==> config.mk <==
export PLATFORM = sky130hd
export DESIGN_NAME = msm_settings
export DESIGN_NICKNAME = d
export VERILOG_FILES = /design/src/pkg/msm_pkg.sv /design/src/hdl/msm_settings.sv
export SDC_FILE = /design/constraint.sdc
export NUM_CORES = 1
export LEC_CHECK = 0
export BUFFER_PORTS_ARGS = -buffer_cell sky130_fd_sc_hd__buf_2
export CORE_MARGIN = 2
export CORE_UTILIZATION = 45
export CTS_CLUSTER_DIAMETER = 40
export DETAILED_ROUTE_END_ITERATION = 6
export GPL_TIMING_DRIVEN = 1
export PLACE_DENSITY_LB_ADDON = 0.08
export SETUP_SLACK_MARGIN = 0.15
export SKIP_CTS_REPAIR_TIMING = 1
export SLEW_MARGIN = 20
export SYNTH_ARGS = -nofsm -noshare
export SYNTH_HDL_FRONTEND = slang
export SYNTH_SLANG_ARGS = --single-unit
==> constraint.sdc <==
create_clock -name pclk -period 4.25 [get_ports pclk]
set_input_delay 0.2125 -clock pclk [delete_from_list [all_inputs] [get_ports pclk]]
set_output_delay 0.2125 -clock pclk [all_outputs]
set_load 0.005 [all_outputs]
==> src/pkg/msm_pkg.sv <==
// Package for the measurement settings menu: codes, limits, register map, carriers.
// Assumes one 100 MHz clock and a 32-bit APB register port.
package msm_pkg;

    // ==========================================================
    // Clock and timing
    localparam int unsigned CLK_HZ          = 100_000_000;
    localparam int unsigned SHOW_TIME_MS    = 1000;

    // ==========================================================
    // Register map (byte addresses)
    localparam logic [7:0]  ADDR_SETTINGS   = 8'h00;
    localparam logic [7:0]  ADDR_CONTROL    = 8'h04;
    localparam logic [7:0]  ADDR_STATUS     = 8'h08;
    localparam logic [7:0]  ADDR_TRAVERSE   = 8'h0C;
    localparam int unsigned CTRL_SPEED_BIT  = 0;
    localparam int unsigned CTRL_FACTORY_BIT = 1;

    // ==========================================================
    // Option codes
    localparam logic [1:0]  CUT_0P8         = 2'h0;
    localparam logic [1:0]  CUT_2P5         = 2'h1;
    localparam logic [1:0]  CUT_0P25        = 2'h2;
    localparam logic [1:0]  CNT_1           = 2'h0;
    localparam logic [1:0]  CNT_3           = 2'h1;
    localparam logic [1:0]  CNT_5           = 2'h2;
    localparam logic [1:0]  CNT_L           = 2'h3;
    localparam logic [2:0]  RNG_AUTO        = 3'h0;
    localparam logic [2:0]  RNG_LAST        = 3'h4;
    localparam logic [2:0]  STD_JIS01       = 3'h0;
    localparam logic [2:0]  STD_JIS82       = 3'h1;
    localparam logic [2:0]  STD_LAST        = 3'h5;
    localparam logic [1:0]  PRF_R           = 2'h1;
    localparam logic [1:0]  PRF_LAST        = 2'h2;
    localparam logic [1:0]  FIL_2RC         = 2'h0;
    localparam logic [1:0]  FIL_PC50        = 2'h1;
    localparam logic        SPD_0P5         = 1'b0;

    // ==========================================================
    // Lengths: evaluation length in 0.1 mm, traverse in 0.01 mm
    localparam logic [7:0]  LEN_MIN         = 8'h03;
    localparam logic [7:0]  LEN_MAX         = 8'h7D;
    localparam logic [7:0]  LEN_SPD_LO      = 8'h0C;
    localparam logic [7:0]  LEN_SPD_HI      = 8'h28;
    localparam logic [7:0]  LEN_RESET       = 8'h32;
    localparam logic [15:0] HUND_0P8        = 16'h0050;
    localparam logic [15:0] HUND_2P5        = 16'h00FA;
    localparam logic [15:0] HUND_0P25       = 16'h0019;

    // ==========================================================
    // Types
    typedef enum logic [3:0] {
        ST_MEAS, ST_LEN, ST_CAL, ST_STD, ST_RANGE, ST_ESC1, ST_PREPOST, ST_PRF, ST_PFL_OTHER
    } msm_menu_e;

    typedef struct packed {
        logic cut_up;
        logic down;
        logic confirm;
        logic escape;
        logic calib;
        logic profile;
    } msm_keys_s;

    typedef struct packed {
        logic [1:0] cutoff;
        logic [1:0] count;
        logic [7:0] eval_len;
        logic       prepost;
        logic [2:0] range;
        logic [2:0] resolution;
        logic [2:0] standard;
        logic [1:0] profile;
        logic [1:0] filter;
        logic       speed;
    } msm_settings_s;

    typedef struct packed {
        msm_menu_e  menu;
        logic [7:0] pending;
        logic       show_all;
    } msm_display_s;

endpackage

==> src/hdl/msm_settings.sv <==
// Key-driven measurement settings controller with APB register access.
// Assumes keypad lines are asynchronous levels, high while a key is held.
//
// The register offsets and the APB register port were left to the implementer.
`timescale 1ns/1ps

module msm_settings
#(
    parameter int unsigned SHOW_CYCLES = msm_pkg::SHOW_TIME_MS * (msm_pkg::CLK_HZ / 1000)
) (
    input  wire logic                   pclk,
    input  wire logic                   presetn,
    input  wire logic                   clk_en,
    input  wire logic                   psel,
    input  wire logic                   penable,
    input  wire logic                   pwrite,
    input  wire logic [7:0]             paddr,
    input  wire logic [31:0]            pwdata,
    output logic                        pready,
    output logic [31:0]                 prdata,
    output logic                        pslverr,
    input  wire msm_pkg::msm_keys_s     keys_raw,
    output msm_pkg::msm_settings_s      settings,
    output msm_pkg::msm_display_s       display,
    output logic [15:0]                 traverse_len
);
    import msm_pkg::*;

    // ==========================================================
    // Helpers
    function automatic logic [7:0] wrap_step(input logic [7:0] v, input logic [7:0] last, input logic up);
        if (up) begin
            wrap_step = (v == last) ? 8'h00 : v + 8'h01;
        end else begin
            wrap_step = (v == 8'h00) ? last : v - 8'h01;
        end
    endfunction

    function automatic logic [7:0] sat_step(input logic [7:0] v, input logic [7:0] last, input logic up);
        if (up) begin
            sat_step = (v == last) ? v : v + 8'h01;
        end else begin
            sat_step = (v == 8'h00) ? v : v - 8'h01;
        end
    endfunction

    function automatic logic [15:0] cut_hund(input logic [1:0] c);
        case (c)
            CUT_2P5:  cut_hund = HUND_2P5;
            CUT_0P25: cut_hund = HUND_0P25;
            default:  cut_hund = HUND_0P8;
        endcase
    endfunction

    // Filter follows the standard; only the oldest standard uses the RC filter
    function automatic logic [1:0] std_filter(input logic [2:0] s);
        std_filter = (s == STD_JIS82) ? FIL_2RC : FIL_PC50;
    endfunction

    // ==========================================================
    // Key synchronisers and press detection
    localparam int unsigned NKEYS = $bits(msm_keys_s);
    logic [NKEYS-1:0] key_s1_ff;
    logic [NKEYS-1:0] key_s2_ff;
    logic [NKEYS-1:0] key_prev_ff;
    wire  [NKEYS-1:0] press_vec = key_s2_ff & ~key_prev_ff;
    msm_keys_s        press;
    assign press = msm_keys_s'(press_vec);

    always_ff @(posedge pclk or negedge presetn) begin
        if (!presetn) begin
            key_s1_ff   <= '0;
            key_s2_ff   <= '0;
            key_prev_ff <= '0;
        end else if (clk_en) begin
            key_s1_ff   <= keys_raw;
            key_s2_ff   <= key_s1_ff;
            key_prev_ff <= key_s2_ff;
        end
    end

    // ==========================================================
    // State
    msm_menu_e     menu_ff;
    msm_menu_e     nxt_menu;
    logic [7:0]    pend_ff;
    logic [7:0]    nxt_pend;
    msm_settings_s set_ff;
    msm_settings_s nxt_set;
    logic          speed_req_ff;
    logic          nxt_speed_req;
    logic [31:0]   show_cnt_ff;
    logic          show_ff;

    wire arrow     = press.cut_up | press.down;
    wire arrow_up  = press.cut_up;
    wire factory   = psel & penable & pwrite & pready & (paddr == ADDR_CONTROL) & pwdata[CTRL_FACTORY_BIT];

    // Clamp entered arbitrary length on commit
    wire [7:0] len_clamped = (pend_ff < LEN_MIN) ? LEN_MIN :
                             (pend_ff > LEN_MAX) ? LEN_MAX :
                             pend_ff;

    // Speed choice allowed only in these windows, else fixed at 0.5 mm/s
    wire speed_ok = (set_ff.count != CNT_L) ? (set_ff.cutoff == CUT_0P8) :
                    ((set_ff.eval_len >= LEN_SPD_LO) && (set_ff.eval_len <= LEN_SPD_HI));

    // ==========================================================
    // Menu sequencing
    always_comb begin
        nxt_menu = menu_ff;
        nxt_pend = pend_ff;
        nxt_set  = set_ff;
        case (menu_ff)
            ST_MEAS: begin
                if (press.cut_up) begin
                    nxt_set.cutoff = (set_ff.cutoff == CUT_0P25) ? CUT_0P8 : set_ff.cutoff + 2'h1;
                end
                if (press.confirm) begin
                    nxt_set.count = set_ff.count + 2'h1;
                    if (set_ff.count == CNT_5) begin
                        nxt_menu = ST_LEN;
                        nxt_pend = set_ff.eval_len;
                    end
                end else if (press.escape) begin
                    nxt_menu = ST_ESC1;
                end else if (press.calib) begin
                    nxt_menu = ST_CAL;
                end else if (press.profile) begin
                    nxt_menu = ST_PRF;
                    nxt_pend = {6'h00, set_ff.profile};
                end
            end
            ST_LEN: begin
                // Entry saturates at the register span; clamping happens on commit
                if (arrow) begin
                    nxt_pend = sat_step(pend_ff, 8'hFF, arrow_up);
                end
                if (press.confirm) begin
                    nxt_set.eval_len = len_clamped;
                    nxt_menu = ST_MEAS;
                end else if (press.escape) begin
                    nxt_menu = ST_MEAS;
                end
            end
            ST_ESC1: begin
                if (press.escape) begin
                    nxt_menu = ST_PREPOST;
                    nxt_pend = {7'h00, set_ff.prepost};
                end
            end
            ST_PREPOST: begin
                if (arrow) begin
                    nxt_pend = {7'h00, ~pend_ff[0]};
                end
                if (press.confirm) begin
                    nxt_set.prepost = pend_ff[0];
                    nxt_menu = ST_MEAS;
                end else if (press.escape) begin
                    nxt_menu = ST_MEAS;
                end
            end
            ST_CAL: begin
                if (press.calib) begin
                    nxt_menu = ST_STD;
                    nxt_pend = {5'h00, set_ff.standard};
                end else if (press.escape) begin
                    nxt_menu = ST_MEAS;
                end
            end
            ST_STD: begin
                if (arrow) begin
                    nxt_pend = wrap_step(pend_ff, {5'h00, STD_LAST}, arrow_up);
                end
                if (press.confirm) begin
                    nxt_set.standard = pend_ff[2:0];
                    nxt_set.filter   = std_filter(pend_ff[2:0]);
                    nxt_menu = ST_MEAS;
                end else if (press.escape) begin
                    nxt_menu = ST_MEAS;
                end else if (press.calib) begin
                    nxt_menu = ST_RANGE;
                    nxt_pend = {5'h00, set_ff.range};
                end
            end
            ST_RANGE: begin
                if (arrow) begin
                    nxt_pend = sat_step(pend_ff, {5'h00, RNG_LAST}, ~arrow_up);
                end
                if (press.confirm) begin
                    nxt_set.range      = pend_ff[2:0];
                    nxt_set.resolution = pend_ff[2:0];
                    nxt_menu = ST_MEAS;
                end else if (press.escape) begin
                    nxt_menu = ST_MEAS;
                end
            end
            ST_PRF: begin
                if (arrow) begin
                    nxt_pend = wrap_step(pend_ff, {6'h00, PRF_LAST}, arrow_up);
                end
                if (press.confirm) begin
                    nxt_set.profile = pend_ff[1:0];
                    nxt_menu = ST_MEAS;
                end else if (press.escape) begin
                    nxt_menu = ST_MEAS;
                end else if (press.profile) begin
                    nxt_menu = ST_PFL_OTHER;
                end
            end
            ST_PFL_OTHER: begin
                // Filter and limit menus live elsewhere; only leave on escape
                if (press.escape) begin
                    nxt_menu = ST_MEAS;
                end
            end
            default: begin
                nxt_menu = ST_MEAS;
            end
        endcase
        nxt_set.speed = speed_ok ? speed_req_ff : SPD_0P5;
    end

    assign nxt_speed_req = (psel & penable & pwrite & pready & (paddr == ADDR_CONTROL))
                           ? pwdata[CTRL_SPEED_BIT] : speed_req_ff;

    always_ff @(posedge pclk or negedge presetn) begin
        if (!presetn) begin
            menu_ff                <= ST_MEAS;
            pend_ff                <= '0;
            speed_req_ff           <= SPD_0P5;
            set_ff.cutoff          <= CUT_0P8;
            set_ff.count           <= CNT_5;
            set_ff.eval_len        <= LEN_RESET;
            set_ff.prepost         <= 1'b1;
            set_ff.range           <= RNG_AUTO;
            set_ff.resolution      <= RNG_AUTO;
            set_ff.standard        <= STD_JIS01;
            set_ff.profile         <= PRF_R;
            set_ff.filter          <= FIL_PC50;
            set_ff.speed           <= SPD_0P5;
        end else if (clk_en) begin
            speed_req_ff <= nxt_speed_req;
            if (factory) begin
                // Factory defaults; pre/post inclusion comes back on
                menu_ff            <= ST_MEAS;
                set_ff.cutoff      <= CUT_0P8;
                set_ff.count       <= CNT_5;
                set_ff.eval_len    <= LEN_RESET;
                set_ff.prepost     <= 1'b1;
                set_ff.range       <= RNG_AUTO;
                set_ff.resolution  <= RNG_AUTO;
                set_ff.standard    <= STD_JIS01;
                set_ff.profile     <= PRF_R;
                set_ff.filter      <= FIL_PC50;
                set_ff.speed       <= SPD_0P5;
            end else begin
                menu_ff <= nxt_menu;
                pend_ff <= nxt_pend;
                set_ff  <= nxt_set;
            end
        end
    end

    // ==========================================================
    // Power-on settings display
    always_ff @(posedge pclk or negedge presetn) begin
        if (!presetn) begin
            show_cnt_ff <= '0;
            show_ff     <= 1'b1;
        end else if (clk_en && show_ff) begin
            show_cnt_ff <= show_cnt_ff + 32'h1;
            show_ff     <= (show_cnt_ff < (SHOW_CYCLES - 1));
        end
    end

    // ==========================================================
    // Traversing length in 0.01 mm
    wire [15:0] hund     = cut_hund(set_ff.cutoff);
    wire [15:0] eval_hund = (set_ff.count == CNT_1) ? hund :
                            (set_ff.count == CNT_3) ? 16'(hund * 16'h0003) :
                            (set_ff.count == CNT_5) ? 16'(hund * 16'h0005) :
                            16'(set_ff.eval_len * 16'h000A);
    wire [15:0] nxt_trav = set_ff.prepost ? 16'(eval_hund + (hund << 1)) : eval_hund;
    logic [15:0] trav_ff;

    always_ff @(posedge pclk or negedge presetn) begin
        if (!presetn) begin
            trav_ff <= '0;
        end else if (clk_en) begin
            trav_ff <= nxt_trav;
        end
    end

    // ==========================================================
    // APB slave, no wait states; pready is high in the first access cycle
    // Writes to read-only offsets are dropped silently; only unmapped ones raise pslverr
    logic        pready_ff;
    logic [31:0] prdata_ff;
    logic        pslverr_ff;
    wire         hit_set  = (paddr == ADDR_SETTINGS);
    wire         hit_ctl  = (paddr == ADDR_CONTROL);
    wire         hit_sts  = (paddr == ADDR_STATUS);
    wire         hit_trav = (paddr == ADDR_TRAVERSE);
    wire         mapped   = hit_set | hit_ctl | hit_sts | hit_trav;
    wire [31:0]  rd_mux   = hit_set  ? 32'(set_ff) :
                            hit_ctl  ? {31'h0, speed_req_ff} :
                            hit_sts  ? {19'h0, show_ff, pend_ff, 4'(menu_ff)} :
                            hit_trav ? {16'h0, trav_ff} : 32'h0;

    always_ff @(posedge pclk or negedge presetn) begin
        if (!presetn) begin
            pready_ff  <= 1'b0;
            prdata_ff  <= '0;
            pslverr_ff <= 1'b0;
        end else if (clk_en) begin
            // Ready only after the slave has seen the request once
            pready_ff  <= psel & ~pready_ff;
            prdata_ff  <= (psel & ~pready_ff & ~pwrite) ? rd_mux : 32'h0;
            pslverr_ff <= psel & ~pready_ff & ~mapped;
        end
    end

    assign pready  = pready_ff;
    assign prdata  = prdata_ff;
    assign pslverr = pslverr_ff;

    // ==========================================================
    // Outputs
    logic [15:0]  trav_out_ff;
    msm_display_s disp_ff;

    always_ff @(posedge pclk or negedge presetn) begin
        if (!presetn) begin
            trav_out_ff <= '0;
            disp_ff     <= '{menu: ST_MEAS, pending: 8'h00, show_all: 1'b1};
        end else if (clk_en) begin
            trav_out_ff <= trav_ff;
            disp_ff     <= '{menu: menu_ff, pending: pend_ff, show_all: show_ff};
        end
    end

    assign settings     = set_ff;
    assign display      = disp_ff;
    assign traverse_len = trav_out_ff;

endmodule

==> flow_summary.toml, run 1 <==
[clock_network]
clockBufferDepth = 2
cts_num_sinks = 155
clkTransAtPathRegs_ps = 70
cts_tree = "built"
numCtsBuffers = 17
cts_htree_levels = 4
clock_latency_ps = 430
cts-root-buf = "clkbuf_16"

[synth]
ys.flop_type = "dfrtp_1"
ys_warn_count = 0
synth-async-reset-ratio = 1.00
syn_inst = 955
synth-edff-count = 0
synth.area.mux_share = 0.0810
yosys.cell_types.count = 90
yosys.area_share.adder = 0.0514
ys_seq_area_frac = 0.418
synth_xor_area_frac = 0.0386
synth_compound_area_frac = 0.188
synthSimpleGateAreaFrac = 0.170
postSynthAreaPerCell_um2 = 9.74
synth.cell_area_mm2 = 0.00930
ys_ff_latch = 155
synth_top_family_by_area = "compound AO/OA/AOI/OAI gates"

[worst_setup_path]
cpMostUsedCell = "ha_1"
cp-end-kind = "register"
start_kind = "register"
cp_slowest_cell = "dfstp_2"
rr_startpoint = "settings[16]"
crit_family = "adder cells"
max_stage_delay_ps = 550
arrival_ps = 4040
crit_start = "settings[16]"
cp_num_buf_inv = 0
r2r_cells = 15
path_cells = "ha_1 -> ha_1 -> fa_1 -> a21oi_1 -> o21bai_1 -> xnor2_1 -> nor2_1 -> o31a_1 -> ha_1 -> o21a_1 -> o21ai_0 -> a21o_1 -> o21ai_1 -> xnor2_1 -> mux2_2"
cp.required_ps = 4570
r2r-end = "trav_ff[9]"
r2r_setup_slack_ps = 530
path_class = "reg2reg"
cp_max_fo = 4

[routing]
wl_per_cell_um = 20.0
first_iter_violations = 767
antenna_left = 0
via_per_inst = 5.96
dr.pass1.iters = 5
drc = 0
top_layer = "met5"
wirelength_mm = 26.2
met1Wirelength_mm = 12.5
dr_wl_met3_mm = 1.62
wl_met2_mm = 11.6
vias = 7821

[floorplanning]
design.die.area_mm2 = 0.0218
die_w_um = 148
fp-row-count = 52
core_mm2 = 0.0202
die_h_um = 148
start_util = 0.460
pin_count = 142

[final_layout]
diodes = 0
final_common_cell = "dfrtp_1"
drive_gt1_frac = 0.221
final_nets = 1119
final_cell_mix = "dfrtp_1 (146), buf_2 (100), nor2_1 (71)"
synthToLayoutAreaGrowth_pct = 13.4

[min_path]
hp-start = "keys_raw[1]"
worstHoldPathCells = 2
min_to = "key_s1_ff[1]"
hold_path.class = "in2reg"

[global_routing]
first_global_vias = 7377
grt.total_usage = 0.245
gr-total-overflow = 0
grt_pass1_wl_mm = 41.9
grt_antenna_before_repair = 1
grt_max_degree = 77

[sta]
setup_slack_ps = 529
max_slew.worst_pin.slew_ps = 789
rsz0062_at_grt = "false"
fmax_mhz = 269
setup_tns_ps = 0
clock_skew_ps = 10.1
period_needed_ps = 3720
drv_slew = 0
period_share = 0.876
relSlewSlack = 0.474
final_hold_viol_count = 0
finalSetupViolCount = 0

[power_and_ir_drop]
switching_power_mw = 3.11
pwr-share-seq = 0.325
swShare = 0.436
power_density_mw_per_mm2 = 677
peakVddDrop_mv = 0.314
combinationalPowerShare = 0.469
power_mw = 7.14
leakage_nw = 4.85
intPower_mw = 4.03
pwr-share-clk = 0.206

[placement]
gp_routability_congestion = 0.876
io_buffers = 102
dp_hpwl_mm = 18.3
preCtsSetupSlack_ps = 566

[job]
maxCapViolCount = 0

[run_status]
status = "finished clean"
## area by class of cell
class	instances	area (um2)
fillers	1882	9690
multi-input cells	696	4940
flip-flops and latches	155	3890
repair buffers	123	679
clock buffers	17	425
well taps	270	338
inverters	37	139
clock inverters	15	130
## worst register-to-register path: stages, from the launching register on
cell and delay, ps:
dfstp_2 550, ha_1 240, ha_1 240, fa_1 420
a21oi_1 200, o21bai_1 100, xnor2_1 170, nor2_1 60
o31a_1 290, ha_1 330, o21a_1 120, o21ai_0 260
a21o_1 120, o21ai_1 100, xnor2_1 150, mux2_2 260
## stage by stage
step	std cells	util	cell area, um2	hold slack (ps)
after floorplan	963	-	9330	-83.1
after global placement	1280	0.493	9980	298
after detailed placement	1280	0.493	9980	298
after CTS	1312	0.521	10500	-162
after global routing	1313	0.521	10500	2.83
final	1313	0.521	10500	8.78
## synth_stat cells (14+ instances only)
cell / count / area share
dfrtp_1: 146 / 0.39
nor2_1: 71 / 0.029
nand2_1: 58 / 0.023
a21oi_1: 49 / 0.026
mux2_2: 46 / 0.056
clkbuf_1: 44 / 0.018
ha_1: 35 / 0.047
inv_1: 35 / 0.014
nand3_1: 34 / 0.018
o21ai_0: 34 / 0.018
xnor2_1: 31 / 0.029
nor3_1: 23 / 0.012
a22o_1: 20 / 0.019
mux2i_1: 19 / 0.020
nand4_1: 15 / 0.010
buf_4: 14 / 0.011
## power groups by stage
stage	Combinational, mW	Sequential [mW]	Clock (mW)
final	3.35	2.32	1.47
after global routing	3.71	2.37	1.57
after CTS	3.32	2.31	1.50
after detailed placement	3.30	2.34	0
after global placement	3.29	2.34	0
after floorplan	2.52	2.12	0
## worst max path at each step
stage / cells past startpoint / slack (ps) / end
5_1_grt: 15 / 320 / trav_ff[9]
2_1_floorplan: 15 / 830 / trav_ff[9]
4_1_cts: 15 / 530 / trav_ff[9]
6_report: 15 / 530 / trav_ff[9]
3_3_place_gp: 15 / 580 / trav_ff[9]
3_5_place_dp: 15 / 570 / trav_ff[9]
## logic make-up (layout without fill, tap and decap cells)
kind of cell	Yosys count	after routing
adders and majority gates	37	37
xor gates and xnor gates	41	41
and+or+nand+nor	295	295
buffers and inverters	112	192
DFF	155	155
muxes	69	69
AOI/OAI and AO/OA	245	245
other	1	9
## state kept, by name, indices dropped and copies added, names as in the netlist
name,flops
key_s2_ff,6
trav_ff,13
show_cnt_ff,32
settings,23
display,13
show_ff,1
key_s1_ff,6
pslverr,1
pend_ff,8
prdata,27
pready,1
traverse_len,13
speed_req_ff,1
key_prev_ff,6
menu_ff,4
## metal layers
| metal | track usage | vias up |
|---|---|---|
| li1 | - | 3657 |
| met1 | 0.366 | 3858 |
| met2 | 0.368 | 266 |
| met3 | 0.0410 | 38 |
| met4 | 0.0644 | 2 |
| met5 | 0 | - |
Power figures use the tool's default switching activity.
==> run 2, diff against run 1 <==
--- a/config.mk
+++ b/config.mk
@@ -9,9 +9,11 @@
 export CORE_MARGIN = 2
 export CORE_UTILIZATION = 45
 export CTS_CLUSTER_DIAMETER = 40
+export CTS_CLUSTER_SIZE = 8
 export DETAILED_ROUTE_END_ITERATION = 6
 export GPL_TIMING_DRIVEN = 1
 export PLACE_DENSITY_LB_ADDON = 0.08
+export RECOVER_POWER = 100
 export SETUP_SLACK_MARGIN = 0.15
 export SKIP_CTS_REPAIR_TIMING = 1
 export SLEW_MARGIN = 20
==> run 2 against run 1 <==
Net effect: the flow now finishes with violations (capacitance limit, slew limit); routed wire length up 0.39%; clock skew increased by 2.6 ps; critical path depth fell by 1; register-to-register slack worse by 100 ps; total power decreased by 0.64%; global-route usage stayed put; worst setup slack got worse by 100 ps; via count is 0.19% higher; largest cell class unchanged; combinational power shrank 1%; flip-flop and latch count unchanged.
==> flow_summary.toml, run 2 (synthesis gave the netlist of run 1 again) <==
[clock_network]
cts_tree = "built"
numCtsBuffers = 17
cts_num_sinks = 155
cts_htree_levels = 4
clock_latency_ps = 430
clockBufferDepth = 2
clkTransAtPathRegs_ps = 70
cts-root-buf = "clkbuf_16"

[final_layout]
num-fill-cells = 1907
final_nets = 1119
final_area_mm2 = 0.0104
top_register = "show_cnt_ff"
final_common_cell = "dfrtp_1"
drive_gt1_frac = 0.174
synthToLayoutAreaGrowth_pct = 12.3
largest_register_ffs = 32
final_cells = 1313
diodes = 0
final_cell_mix = "dfrtp_1 (146), nor2_1 (71), buf_2 (70)"

[routing]
drc = 0
antenna_left = 0
vias = 7836
wirelength_mm = 26.3
via_per_inst = 5.97
first_iter_violations = 693
dr.pass1.iters = 7
wl_per_cell_um = 20.0

[sta]
period_share = 0.899
final_hold_viol_count = 0
drv_slew = 157
rsz0062_at_grt = "false"
relSlewSlack = -0.676
fmax_mhz = 262
max_slew.worst_pin.slew_ps = 2510
finalSetupViolCount = 0
period_needed_ps = 3820
setup_tns_ps = 0
setup_slack_ps = 429
clock_skew_ps = 12.8

[power_and_ir_drop]
intPower_mw = 3.99
power_density_mw_per_mm2 = 679
combinationalPowerShare = 0.466
pwr-share-clk = 0.208
switching_power_mw = 3.11
swShare = 0.437
leakage_nw = 4.68
pwr-share-seq = 0.326
peakVddDrop_mv = 0.314
power_mw = 7.10

[worst_setup_path]
path_class = "reg2reg"
cp.required_ps = 4570
cp_max_fo = 7
cp-end-kind = "register"
start_kind = "register"
arrival_ps = 4140

[placement]
io_buffers = 102
dp_hpwl_mm = 18.3
postPlaceCellArea_mm2 = 0.00998
dpl.cell_count = 1280
gp_routability_congestion = 0.876
preCtsSetupSlack_ps = 566

[global_routing]
grt_antenna_before_repair = 1
first_global_vias = 7377
grt_max_degree = 77
grt_pass1_wl_mm = 41.9
gr-total-overflow = 0
grt.total_usage = 0.245

[job]
maxCapViolCount = 3

[floorplanning]
core_mm2 = 0.0202
die_w_um = 148
fp-row-count = 52
design.die.area_mm2 = 0.0218
pin_count = 142
die_h_um = 148
start_util = 0.460

[run_status]
status = "finished with violations"
violations = "capacitance limit, slew limit"

[min_path]
hold_path.class = "in2reg"
## run 2: final cells by class
cell class,count,area [um2],share of cell area
Tap cell,270,338,0.0323
Clock buffer,17,425,0.0407
Multi-Input combinational cell,696,4930,0.472
Inverter,37,139,0.0133
Timing Repair Buffer,123,598,0.0573
Clock inverter,15,130,0.0125
Sequential cell,155,3890,0.372
## run 2: worst paths after layout
kind | startpoint | endpoint | slack [ps] | depth (start not counted)
max | settings[19] | trav_ff[9] | 430 | 14
min | keys_raw[1] | key_s1_ff[1] | 4 | 2
max reg2reg | settings[19] | trav_ff[9] | 430 | 14
min reg2reg | show_cnt_ff[15] | show_cnt_ff[15] | 480 | 1
max in group asynchronous | presetn | menu_ff[0] | 1460 | 3
min in group asynchronous | presetn | trav_ff[10] | 860 | 2
## run 2: power groups by stage
stage	registers (mW)	clock network, mW	logic, mW
after detailed placement	2.34	0	3.30
after floorplan	2.12	0	2.52
after CTS	2.31	1.50	3.32
after global routing	2.36	1.57	3.67
after global placement	2.34	0	3.29
final	2.31	1.47	3.31
## run 2: routing by layer
metal	wire, um	GRT usage	vias up
met2	11900	0.368	280
met5	7	0	-
met1	12400	0.366	3858
met3	1620	0.0410	30
li1	-	-	3666
met4	400	0.0644	2
## run 2: stage by stage
step / hold WS, ps / util
after detailed placement: 298 / 0.493
after global placement: 298 / 0.493
after floorplan: -83.1 / -
after global routing: 3.00 / 0.516
final: 4.42 / 0.516
after CTS: -162 / 0.521
## run 2: worst max-delay path: stages (launching register included)
cell and delay (ps):
dfstp_2 540, clkbuf_1 380, ha_1 320, ha_1 320, o21ai_0 90, nor2_1 200, nor3_1 90, o31a_1 320
ha_1 360, o21a_1 190, o21ai_0 260, a21o_1 120, o21ai_1 110, xnor2_1 150, mux2_2 260
==> run 3, diff against run 2 <==
--- a/config.mk
+++ b/config.mk
@@ -6,6 +6,7 @@
 export NUM_CORES = 1
 export LEC_CHECK = 0
 export BUFFER_PORTS_ARGS = -buffer_cell sky130_fd_sc_hd__buf_2
+export CORE_ASPECT_RATIO = 1.5
 export CORE_MARGIN = 2
 export CORE_UTILIZATION = 45
 export CTS_CLUSTER_DIAMETER = 40
==> run 3 against run 2 <==
Net effect: the run still ends with capacitance limit, slew limit left; clock skew is essentially flat; worst setup slack improved by 42 ps; cell count is 0.61% lower; combinational power about the same; total power increased by 1.6%.
==> flow_summary.toml, run 3 (synthesis gave the netlist of run 1 again) <==
[worst_setup_path]
cp.required_ps = 4580
path_cells = "ha_1 -> fa_1 -> a21oi_1 -> o21bai_1 -> xnor2_1 -> nor2_1 -> o31a_1 -> ha_1 -> o21a_1 -> o21ai_0 -> a21o_1 -> o21ai_0 -> xnor2_1 -> mux2_2"
max_stage_delay_ps = 660
worst-path-stages = 14
r2r_cells = 14
crit_family = "compound AO/OA/AOI/OAI gates"
cp-end-kind = "register"
cp_num_buf_inv = 0
arrival_ps = 4110
path_class = "reg2reg"
start_kind = "register"
cp_max_fo = 8
cp_slowest_cell = "dfstp_2"

[routing]
first_iter_violations = 468
wl_per_cell_um = 20.4
vias = 7730
drc = 0
via_per_inst = 5.92
dr.pass1.iters = 5
wirelength_mm = 26.6
antenna_left = 0

[final_layout]
largest_register_ffs = 32
final_area_mm2 = 0.0105
final_cell_mix = "dfrtp_1 (146), buf_2 (73), nor2_1 (71)"
synthToLayoutAreaGrowth_pct = 12.8
top_register = "show_cnt_ff"
final_nets = 1118
diodes = 0
final_common_cell = "dfrtp_1"
num-fill-cells = 1996
final_core_utilization = 0.516
drive_gt1_frac = 0.174

[clock_network]
cts-root-buf = "clkbuf_16"
cts_tree = "built"
clock_latency_ps = 440
clockBufferDepth = 2
clkTransAtPathRegs_ps = 70
numCtsBuffers = 17
cts_htree_levels = 4
cts_num_sinks = 155

[power_and_ir_drop]
leakage_nw = 4.70
power_mw = 7.21
intPower_mw = 4.17
peakVddDrop_mv = 0.289
switching_power_mw = 3.04
pwr-share-seq = 0.321
power_density_mw_per_mm2 = 688
pwr-share-clk = 0.220
swShare = 0.422
combinationalPowerShare = 0.459

[run_status]
status = "finished with violations"
violations = "capacitance limit, slew limit"

[sta]
period_share = 0.889
period_needed_ps = 3780
max_slew.worst_pin.slew_ps = 2290
drv_slew = 118
relSlewSlack = -0.528
fmax_mhz = 265
finalSetupViolCount = 0
setup_slack_ps = 471
setup_tns_ps = 0
clock_skew_ps = 13.1
final_hold_viol_count = 0
rsz0062_at_grt = "false"

[floorplanning]
core_mm2 = 0.0203
die_h_um = 180
design.die.area_mm2 = 0.0219
start_util = 0.457
die_w_um = 121
pin_count = 142
fp-row-count = 64

[job]
maxCapViolCount = 2

[global_routing]
gr-total-overflow = 0
first_global_vias = 7724
grt_antenna_before_repair = 0
grt_max_degree = 85
grt_pass1_wl_mm = 42.5
grt.total_usage = 0.250

[placement]
io_buffers = 102
dp_hpwl_mm = 18.8
postPlaceCellArea_mm2 = 0.00998
preCtsSetupSlack_ps = 564
gp_routability_congestion = 0.878

[min_path]
hold_path.class = "in2reg"
worstHoldPathCells = 2
run 3: final cells by class:
class	instances	area (um2)	share of cell area
clock buffer	20	447	0.0426
timing repair buffer	122	612	0.0583
tap	264	330	0.0315
sequential	155	3890	0.371
multi-input combinational	696	4930	0.470
clock inverter	11	144	0.0137
inverter	37	139	0.0132
run 3: layer usage:
layer,share of wire,track usage
met3,0.052,0.0481
met4,0.038,0.116
met1,0.44,0.324
met5,0,0
met2,0.47,0.400
run 3: final timing paths:
check | startpoint | endpoint | slack [ps]
max | settings[19] | trav_ff[9] | 470
min | keys_raw[5] | key_s1_ff[5] | 20
max reg2reg | settings[19] | trav_ff[9] | 470
min reg2reg | show_cnt_ff[15] | show_cnt_ff[15] | 470
max in group asynchronous | presetn | show_ff | 2130
min in group asynchronous | presetn | prdata[21] | 840
run 3: power by group through the flow:
stage / clock network (mW) / logic, mW / registers [mW]
detailed placement: 0 / 3.31 / 2.35
floorplan: 0 / 2.52 / 2.12
CTS: 1.62 / 3.33 / 2.32
finish: 1.58 / 3.31 / 2.32
global route: 1.66 / 3.71 / 2.37
global placement: 0 / 3.28 / 2.34
run 3: metrics by stage:
step / hold slack, ps / std cells
after floorplan: -83.1 / 963
after global placement: 287 / 1273
after detailed placement: 287 / 1273
after CTS: -181 / 1304
after global routing: 4.25 / 1305
final: 15.3 / 1305
